==> src/stc_defs.svh <==
// Constants, codes and timing counts of the self-test mode controller
`ifndef STC_DEFS_SVH
`define STC_DEFS_SVH
`define STC_OP_SEND_DIAG   8'h1D
`define STC_OP_INQUIRY     8'h12
`define STC_OP_REPORT_LUNS 8'hA0
`define STC_OP_REQ_SENSE   8'h03
`define STC_OP_WRITE_BUF   8'h3B
`define STC_OP_FORMAT      8'h04
`define STC_OP_START_STOP  8'h1B
`define STC_WB_DL_LO       5'h04
`define STC_WB_DL_HI       5'h07
`define STC_WB_DL_E        5'h0E
`define STC_WB_DL_F        5'h0F
`define STC_CODE_DEFAULT   3'h0
`define STC_CODE_BG_SHORT  3'h1
`define STC_CODE_BG_EXT    3'h2
`define STC_CODE_ABORT     3'h4
`define STC_CODE_FG_SHORT  3'h5
`define STC_CODE_FG_EXT    3'h6
`define STC_STAT_GOOD      8'h00
`define STC_STAT_CHECK     8'h02
`define STC_KEY_NOT_READY  4'h2
`define STC_KEY_HW_ERROR   4'h4
`define STC_ASC_NOT_READY  8'h04
`define STC_ASCQ_IN_PROG   8'h09
`define STC_ASC_FAILED     8'h3E
`define STC_ASCQ_FAILED    8'h03
`define STC_ASCQ_NO_LOG    8'h04
`define STC_RES_PASS       4'h0
`define STC_RES_ABORT_CMD  4'h1
`define STC_RES_ABORT_EXC  4'h2
`define STC_RES_FAIL       4'h3
`define STC_RES_RUNNING    4'hF
`define STC_LAST_SEG       2'h3
`define STC_LOG_DEPTH      20
`define STC_LOG_LAST       5'h13
`define STC_LOG_FULL       5'h14
`define STC_CLK_HZ         64'h0131_2D00
`define STC_SUSP_MAX_S     64'h0002
`define STC_SHORT_MAX_MIN  64'h0002
`define STC_SUSP_CYC       (`STC_SUSP_MAX_S * `STC_CLK_HZ)
`define STC_SHORT_CYC      (`STC_SHORT_MAX_MIN * 64'h003C * `STC_CLK_HZ)
`endif

==> src/stc_pkg.sv <==
// Types shared by the self-test mode controller
`include "stc_defs.svh"
package stc_pkg;
   typedef enum logic [2:0] {
      ST_IDLE, ST_FG, ST_BG_INIT, ST_BG, ST_BG_SUSP, ST_BG_SERVE, ST_BG_ABORT
   } stc_mode_t;
   typedef struct packed {
      logic [7:0] opcode;
      logic       st_bit;
      logic [2:0] st_code;
      logic [4:0] wb_mode;
      logic       start;
   } stc_cmd_t;
   typedef struct packed {
      logic [7:0]  status;
      logic [3:0]  key;
      logic [7:0]  asc;
      logic [7:0]  ascq;
      logic        sks_valid;
      logic [15:0] progress;
   } stc_rsp_t;
   typedef struct packed {
      logic [2:0] code;
      logic [3:0] result;
   } stc_log_t;
   typedef struct packed {
      stc_mode_t                     mode;
      logic [1:0]                    seg_idx;
      logic                          seg_go;
      logic                          is_short;
      logic [2:0]                    st_code;
      logic                          ev_done;
      logic                          ev_fail;
      stc_cmd_t                      pend;
      logic [31:0]                   tmr;
      logic [31:0]                   run_tmr;
      logic [4:0]                    wp;
      logic [4:0]                    count;
      stc_log_t [`STC_LOG_DEPTH-1:0] log;
      logic                          rsp_valid;
      stc_rsp_t                      rsp;
      logic                          cmd_pass;
      logic                          cmd_rdy;
      logic [1:0]                    act;
      stc_log_t                      log_rd;
   } stc_state_t;
endpackage : stc_pkg

==> src/stc_self_test_ctrl.sv <==
// Self-test mode controller: launch, refusal, suspension, abort and results log
`timescale 1ns/1ps
`include "stc_defs.svh"
module stc_self_test_ctrl #(
   parameter logic [31:0] SUSP_CYC  = 32'(`STC_SUSP_CYC),
   parameter logic [31:0] SHORT_CYC = 32'(`STC_SHORT_CYC)
) (
   input  wire logic             clk,         // 20 MHz clock
   input  wire logic             resetn,      // Async reset, active low
   input  wire logic             cmd_valid,   // Decoded command present
   input  wire stc_pkg::stc_cmd_t cmd,        // Decoded command fields
   input  wire logic             tmf_abort,   // Abort task / set / clear set
   input  wire logic             svc_done,    // Passed command finished
   input  wire logic             seg_done,    // Segment finished, pulse
   input  wire logic             seg_fail,    // Segment failed, pulse
   input  wire logic             seg_busy,    // Segment engine still active
   input  wire logic             log_fail,    // Log storage unwritable
   input  wire logic [4:0]       log_rd_idx,  // Results log read slot
   output logic                  cmd_rdy,     // Command can be taken
   output logic                  rsp_valid,   // Status answer, pulse
   output stc_pkg::stc_rsp_t     rsp,         // Status and sense data
   output logic                  cmd_pass,    // Hand command on, pulse
   output stc_pkg::stc_cmd_t     pass_cmd,    // Command handed on
   output logic                  seg_go,      // Run current segment
   output logic [1:0]            seg_idx,     // Current segment number
   output logic [1:0]            test_act,    // 0 idle, 1 fg, 2 bg
   output logic [4:0]            log_wp,      // Next log slot
   output logic [4:0]            log_count,   // Valid log entries
   output stc_pkg::stc_log_t     log_rd       // Log slot contents
);
   stc_pkg::stc_state_t s;
   stc_pkg::stc_state_t n;
   logic                take;
   logic                busy_step;

   // Status and sense record builder
   function automatic stc_pkg::stc_rsp_t mk(logic [7:0] st, logic [3:0] k, logic [7:0] a,
                                             logic [7:0] q, logic sv, logic [1:0] idx);
      stc_pkg::stc_rsp_t r;
      r.status    = st;
      r.key       = k;
      r.asc       = a;
      r.ascq      = q;
      r.sks_valid = sv;
      r.progress  = {idx, 14'h0000};
      return r;
   endfunction : mk

   // Commands that end a background test instead of suspending it
   function automatic logic is_exc(stc_pkg::stc_cmd_t c);
      logic dl;
      dl = (c.wb_mode >= `STC_WB_DL_LO && c.wb_mode <= `STC_WB_DL_HI)
           || c.wb_mode == `STC_WB_DL_E || c.wb_mode == `STC_WB_DL_F;
      return (c.opcode == `STC_OP_SEND_DIAG && c.st_code == `STC_CODE_ABORT)
             || (c.opcode == `STC_OP_WRITE_BUF && dl)
             || c.opcode == `STC_OP_FORMAT
             || (c.opcode == `STC_OP_START_STOP && !c.start);
   endfunction : is_exc

   // End of a test: write result and advance the ring unless log storage fails, back to idle
   function automatic stc_pkg::stc_state_t fin(stc_pkg::stc_state_t x, logic [3:0] res,
                                                logic lf);
      x.mode    = stc_pkg::ST_IDLE;
      x.seg_go  = 1'b0;
      x.ev_done = 1'b0;
      x.ev_fail = 1'b0;
      x.run_tmr = 32'h0000_0000;
      if (!lf) begin
         x.log[x.wp] = {x.st_code, res};
         x.wp        = (x.wp == `STC_LOG_LAST) ? 5'h00 : x.wp + 5'h01;
         if (x.count != `STC_LOG_FULL) begin
            x.count = x.count + 5'h01;
         end
      end
      return x;
   endfunction : fin

   assign take = cmd_valid && s.cmd_rdy;

   // Next-state logic for the whole controller
   always_comb begin
      n           = s;
      busy_step   = 1'b0;
      n.rsp_valid = 1'b0;
      n.cmd_pass  = 1'b0;
      n.log_rd    = (log_rd_idx < `STC_LOG_LAST + 5'h01) ? s.log[log_rd_idx] : '0;
      // Segment pulses are sticky so a busy cycle never loses one
      if (seg_done) begin
         n.ev_done = 1'b1;
      end
      if (seg_fail) begin
         n.ev_fail = 1'b1;
      end
      if (s.is_short && (s.mode == stc_pkg::ST_FG || s.mode == stc_pkg::ST_BG
                         || s.mode == stc_pkg::ST_BG_SUSP || s.mode == stc_pkg::ST_BG_SERVE)) begin
         n.run_tmr = s.run_tmr + 32'h0000_0001;
         if (s.run_tmr >= SHORT_CYC - 32'h0000_0001) begin
            n.ev_fail = 1'b1;
         end
      end
      case (s.mode)
         stc_pkg::ST_IDLE: begin
            if (take && cmd.opcode == `STC_OP_SEND_DIAG && !cmd.st_bit
                && (cmd.st_code == `STC_CODE_BG_SHORT || cmd.st_code == `STC_CODE_BG_EXT)) begin
               n.rsp_valid = 1'b1;
               n.rsp       = mk(`STC_STAT_GOOD, 4'h0, 8'h00, 8'h00, 1'b0, 2'h0);
               n.mode      = stc_pkg::ST_BG_INIT;
               n.st_code   = cmd.st_code;
               n.is_short  = cmd.st_code == `STC_CODE_BG_SHORT;
               n.seg_idx   = 2'h0;
               n.run_tmr   = 32'h0000_0000;
            end else if (take && cmd.opcode == `STC_OP_SEND_DIAG && !cmd.st_bit
                && (cmd.st_code == `STC_CODE_FG_SHORT || cmd.st_code == `STC_CODE_FG_EXT)) begin
               // no status yet, answer comes at the end
               n.mode     = stc_pkg::ST_FG;
               n.st_code  = cmd.st_code;
               n.is_short = cmd.st_code == `STC_CODE_FG_SHORT;
               n.seg_idx  = 2'h0;
               n.seg_go   = 1'b1;
               n.run_tmr  = 32'h0000_0000;
            end else if (take) begin
               n.cmd_pass = 1'b1;
               n.pend     = cmd;
            end
         end
         stc_pkg::ST_BG_INIT: begin
            n.log[s.wp] = {s.st_code, `STC_RES_RUNNING};
            n.mode      = stc_pkg::ST_BG;
            n.seg_go    = 1'b1;
         end
         stc_pkg::ST_FG: begin
            if (tmf_abort) begin
               n = fin(n, `STC_RES_ABORT_EXC, log_fail);
            end else if (take && (cmd.opcode == `STC_OP_INQUIRY
                                  || cmd.opcode == `STC_OP_REPORT_LUNS)) begin
               n.cmd_pass = 1'b1;
               n.pend     = cmd;
            end else if (take) begin
               n.rsp_valid = 1'b1;
               n.rsp = mk(cmd.opcode == `STC_OP_REQ_SENSE ? `STC_STAT_GOOD : `STC_STAT_CHECK,
                          `STC_KEY_NOT_READY, `STC_ASC_NOT_READY, `STC_ASCQ_IN_PROG,
                          cmd.opcode == `STC_OP_REQ_SENSE, s.seg_idx);
            end else begin
               busy_step = 1'b1;
            end
         end
         stc_pkg::ST_BG: begin
            if (take && cmd.opcode == `STC_OP_SEND_DIAG && (cmd.st_bit
                || (cmd.st_code != `STC_CODE_DEFAULT && cmd.st_code != `STC_CODE_ABORT))) begin
               n.rsp_valid = 1'b1;
               n.rsp = mk(`STC_STAT_CHECK, `STC_KEY_NOT_READY, `STC_ASC_NOT_READY,
                          `STC_ASCQ_IN_PROG, 1'b0, s.seg_idx);
            end else if (take && cmd.opcode == `STC_OP_REQ_SENSE) begin
               n.rsp_valid = 1'b1;
               n.rsp = mk(`STC_STAT_GOOD, `STC_KEY_NOT_READY, `STC_ASC_NOT_READY,
                          `STC_ASCQ_IN_PROG, 1'b1, s.seg_idx);
            end else if (take) begin
               // stop the engine, then serve or abort
               n.pend   = cmd;
               n.seg_go = 1'b0;
               n.tmr    = 32'h0000_0000;
               n.mode   = is_exc(cmd) ? stc_pkg::ST_BG_ABORT : stc_pkg::ST_BG_SUSP;
            end else begin
               busy_step = 1'b1;
            end
         end
         stc_pkg::ST_BG_SUSP: begin
            n.tmr = s.tmr + 32'h0000_0001;
            // serve once stopped, or when the bound runs out
            if (!seg_busy || s.tmr >= SUSP_CYC - 32'h0000_0002) begin
               n.cmd_pass = 1'b1;
               n.mode     = stc_pkg::ST_BG_SERVE;
            end
         end
         stc_pkg::ST_BG_SERVE: begin
            if (svc_done) begin
               n.mode   = stc_pkg::ST_BG;
               n.seg_go = 1'b1;
            end
         end
         stc_pkg::ST_BG_ABORT: begin
            n.tmr = s.tmr + 32'h0000_0001;
            if (!seg_busy || s.tmr >= SUSP_CYC - 32'h0000_0002) begin
               // log the abort and serve or answer in the same cycle
               if (s.pend.opcode == `STC_OP_SEND_DIAG) begin
                  n           = fin(n, `STC_RES_ABORT_CMD, log_fail);
                  n.rsp_valid = 1'b1;
                  n.rsp       = mk(`STC_STAT_GOOD, 4'h0, 8'h00, 8'h00, 1'b0, 2'h0);
               end else begin
                  n          = fin(n, `STC_RES_ABORT_EXC, log_fail);
                  n.cmd_pass = 1'b1;
               end
            end
         end
         default: begin
            n.mode = stc_pkg::ST_IDLE;
         end
      endcase
      // Segment sequencing in either running mode
      if (busy_step && s.ev_fail) begin
         n = fin(n, `STC_RES_FAIL, log_fail);
         if (s.mode == stc_pkg::ST_FG) begin
            n.rsp_valid = 1'b1;
            n.rsp = mk(`STC_STAT_CHECK, `STC_KEY_HW_ERROR, `STC_ASC_FAILED,
                       log_fail ? `STC_ASCQ_NO_LOG : `STC_ASCQ_FAILED, 1'b0, s.seg_idx);
         end
      end else if (busy_step && s.ev_done && s.seg_idx == `STC_LAST_SEG) begin
         n = fin(n, `STC_RES_PASS, log_fail);
         if (s.mode == stc_pkg::ST_FG) begin
            n.rsp_valid = 1'b1;
            n.rsp = mk(log_fail ? `STC_STAT_CHECK : `STC_STAT_GOOD,
                       log_fail ? `STC_KEY_HW_ERROR : 4'h0,
                       log_fail ? `STC_ASC_FAILED : 8'h00,
                       log_fail ? `STC_ASCQ_NO_LOG : 8'h00, 1'b0, 2'h0);
         end
      end else if (busy_step && s.ev_done) begin
         n.seg_idx = s.seg_idx + 2'h1;
         n.ev_done = seg_done;
      end
      // one test at a time, ready only in settled modes
      n.cmd_rdy = n.mode == stc_pkg::ST_IDLE || n.mode == stc_pkg::ST_FG
                  || n.mode == stc_pkg::ST_BG;
      n.act = (n.mode == stc_pkg::ST_IDLE) ? 2'h0 : (n.mode == stc_pkg::ST_FG) ? 2'h1 : 2'h2;
   end

   // State register
   always_ff @(posedge clk or negedge resetn) begin
      if (!resetn) begin
         s         <= '0;
         s.mode    <= stc_pkg::ST_IDLE;
         s.cmd_rdy <= 1'b1;
      end else begin
         s <= n;
      end
   end

   // Outputs straight from the state register
   assign cmd_rdy   = s.cmd_rdy;
   assign rsp_valid = s.rsp_valid;
   assign rsp       = s.rsp;
   assign cmd_pass  = s.cmd_pass;
   assign pass_cmd  = s.pend;
   assign seg_go    = s.seg_go;
   assign seg_idx   = s.seg_idx;
   assign test_act  = s.act;
   assign log_wp    = s.wp;
   assign log_count = s.count;
   assign log_rd    = s.log_rd;
endmodule : stc_self_test_ctrl

==> config.mk <==
export PLATFORM = sky130hd
export DESIGN_NAME = stc_self_test_ctrl
export DESIGN_NICKNAME = d
export VERILOG_FILES = /design/src/stc_pkg.sv /design/src/stc_self_test_ctrl.sv
export VERILOG_INCLUDE_DIRS = /design/src
export SDC_FILE = /design/constraint.sdc
export NUM_CORES = 1
export LEC_CHECK = 0
export ABC_AREA = 1
export CORE_UTILIZATION = 45
export CTS_BUF_LIST = sky130_fd_sc_hd__clkbuf_4 sky130_fd_sc_hd__clkbuf_8
export CTS_CLUSTER_SIZE = 30
export DETAILED_ROUTE_END_ITERATION = 8
export DONT_BUFFER_PORTS = 1
export MAX_ROUTING_LAYER = met4
export PLACE_DENSITY_LB_ADDON = 0.05
export SYNTH_ARGS = -nofsm -noshare
export SYNTH_HDL_FRONTEND = slang
export SYNTH_SLANG_ARGS = --single-unit
==> constraint.sdc <==
create_clock -name clk -period 6.3 [get_ports clk]
set_input_delay 0.945 -clock clk [delete_from_list [all_inputs] [get_ports clk]]
set_output_delay 0.945 -clock clk [all_outputs]
set_load 0.01 [all_outputs]
==> metrics <==
antenna-violating nets left=0; CP startpoint kind=flop; critical setup path kind=reg2reg; status=finished, final reports clean; Clock Skew=between 20 and 30 ps; Reg2Reg Capture Point=s[96]; Synth area leaders=dfrtp_1, nand2_1, nor2_1; CTS max path bufs=3; Nets=2,694; Area Growth Syn to Fin=5.434%; Initial DRC Count=2,178; Synth Instances=2,744; Switching Share=47.42%; Async SR Flop Fraction=100.0%; Final Instance Count excl. Fillers=3,226; antenna violations before repair=0; reg-to-reg slack, setup=2270 ps; Cell Count Post-Placement=3,124; diodes inserted=0; Tmin final=4033 ps; Synth Area per Inst=7.032 um2; Layout Utilization=around half; CP Max Fanout=13; Worst Setup End Kind=flop; Critical Path RT=6900 ps; Hold WC Path Type=in2async; reg-to-reg critical path startpoint=s[239]; Post-CTS Resized=0; flops & latches, synth=between 300 and 400; first-pass GRT wire length=106,400 um; Rows=75; GRT met2 Usage=48.48%; worst-margin pin slew=1199 ps; VDD IR max=around 0.00028 V; Seq pwr share=32.9%; hold slack=109.9 ps; final period utilization=64.01%; R2R cell count=23; GR Util met3=under 10%; clk_lat worst skew=between 600 and 700 ps; max cap viols=0; port bufs=0; P_leak=9.446 nW; top-count cell post-synth=nand2_1; Synth area leader=dfrtp_1; RSZ-0062 raised after global routing=no; total track usage=33.06%; most crowded layer after global routing=met2; Synth top area share=38.91%; die area=between 40,000 and 50,000 um2; Top Ports=120; met1 usage=a little over two fifths; Routed wire per std cell=about 22 um; DR pass1 iterations=7; setup bufs post-CTS=0; setup TNS=0 ps; final hold vios=0; total CTS buffers=57; clock network power share=23.7%; Mapped Area=19,290 um2; final setup vio count=0; core footprint=around 42,000 um2; Comb power frac=43.5%; Starting Density=45.79%; Total Wirelength=71,040 um; Peak Freq=0.2480 GHz; Chip Height=209.1 um; # clock sinks=between 300 and 400; synth cell count leaders=nand2_1, nor2_1, dfrtp_1; Post-Syn Nets=2,792; layout cells sized above 1=under 10%; DR vias=18.69k; largest net degree at the start of global routing=302; grt total ovfl=0; critical path arrival=between 4000 and 5000 ps; cell area power density=422.4 nW/um2; DP HPWL=49,010 um; slew margin rel.=20.10%; Worst-path clk slew=about 60 ps; die width=209.1 um; vias in the first global route=17.43k; Internal Pwr Total=4.518 mW; via/cell ratio=about 5.8; fill cell count=between 4k and 5k; Net Sw Power=4.074 mW; drt drc=0; Top FF cell, synth=dfrtp_1; Slew Viols, Final=0; number of enable flip-flop cells after synthesis=0; synth warn=0; CTS tree=yes; CTS H-Tree Depth=2; GP Congestion=between 0.9 and 1; clk root buf=clkbuf_8; Netlist cell types=between 50 and 60; sequential element share of the synthesized area=between 30% and 40%
## final cells by class
class	count	area (um2)	share of cell area (%)
inverters	302	1135	5.578
repair buffers	23	212.7	1.046
clock buffers	93	1155	5.677
well taps	539	674.4	3.315
flip-flops and latches	301	7533	37.03
multi-input cells	1961	9588	47.13
clock inverters	7	45.04	0.2214
## metal layers
| metal | vias up | wire, um |
|---|---|---|
| li1 | 8740 | - |
| met1 | 8904 | 30780 |
| met2 | 881 | 30870 |
| met3 | 166 | 6765 |
| met4 | 0 | 2621 |
| met5 | - | 0 |
## per-stage QoR
stage / instance area (um2) / setup slack, ps / power (mW)
after global placement: 19090 / 2242 / 6.391
after global routing: 20340 / 1945 / 9.135
final: 20340 / 2267 / 8.592
after floorplan: 19290 / 2880 / 5.409
after CTS: 20290 / 2336 / 8.496
after detailed placement: 19090 / 2145 / 6.419
## layout by cell type, fill, tap and decap left out, drive strengths merged, types with 19 or more instances in the layout
cell,instances
a21oi,129
a31oi,19
buf,23
clkbuf,93
dfrtp,300
inv,298
nand2,626
nand3,112
nand4,50
nor2,442
nor3,61
o211ai,46
o21ai,297
o22ai,28
xor2,41
## kinds of logic (layout without fill, tap and decap cells)
group | after synthesis | after routing | share of synthesized area [%]
and+or+nand+nor | 1324 | 1324 | 29.43
DFF | 301 | 301 | 39.04
AOI/OAI and AO/OA | 571 | 571 | 16.85
adders and majority gates | 16 | 16 | 1.038
xor gates and xnor gates | 50 | 50 | 2.270
buffers and inverters | 482 | 425 | 11.36
## worst max path at each step
stage	startpoint	endpoint	slack, ps	cells past startpoint
3_3_place_gp	log_fail	s[147]	2240	13
6_report	s[239]	s[96]	2270	23
2_1_floorplan	seg_busy	s[190]	2880	16
3_5_place_dp	log_fail	s[143]	2150	13
5_1_grt	s[239]	s[147]	1950	22
4_1_cts	s[239]	s[179]	2340	22
## power groups by stage
stage                     logic [mW]  clock network (mW)  registers [mW]
after floorplan                 2.78                   0            2.63
after global placement          3.55                   0            2.84
after detailed placement        3.58                   0            2.84
after CTS                       3.60                2.09            2.81
after global routing            4.09                2.18            2.87
final                           3.73                2.03            2.82
## worst max-delay path, cell delays in order (launching register included)
cell and delay, ps:
dfrtp_1 400, inv_1 140, ha_1 160, inv_1 40, nand2_1 50, nand2_1 50, nor2_1 80, nand2_1 60
nand2_1 100, nand2_1 90, nand2_2 330, nor2_1 120, inv_1 210, nand2_1 140, nand2_1 80, nand3b_1 190
inv_1 160, ha_1 150, nand2_1 160, inv_1 550, nand4_1 280, nand2_1 240, nand2_1 70, nand2_1 80
## registers in the layout, summed over array words and instances, names as in the netlist
signal / count
cmd_pass: 1
cmd_rdy: 1
log_count: 5
log_rd: 7
log_wp: 5
pass_cmd: 18
rsp: 45
rsp_valid: 1
s: 213
seg_go: 1
seg_idx: 2
test_act: 2
(Power assumes the default switching activity.)
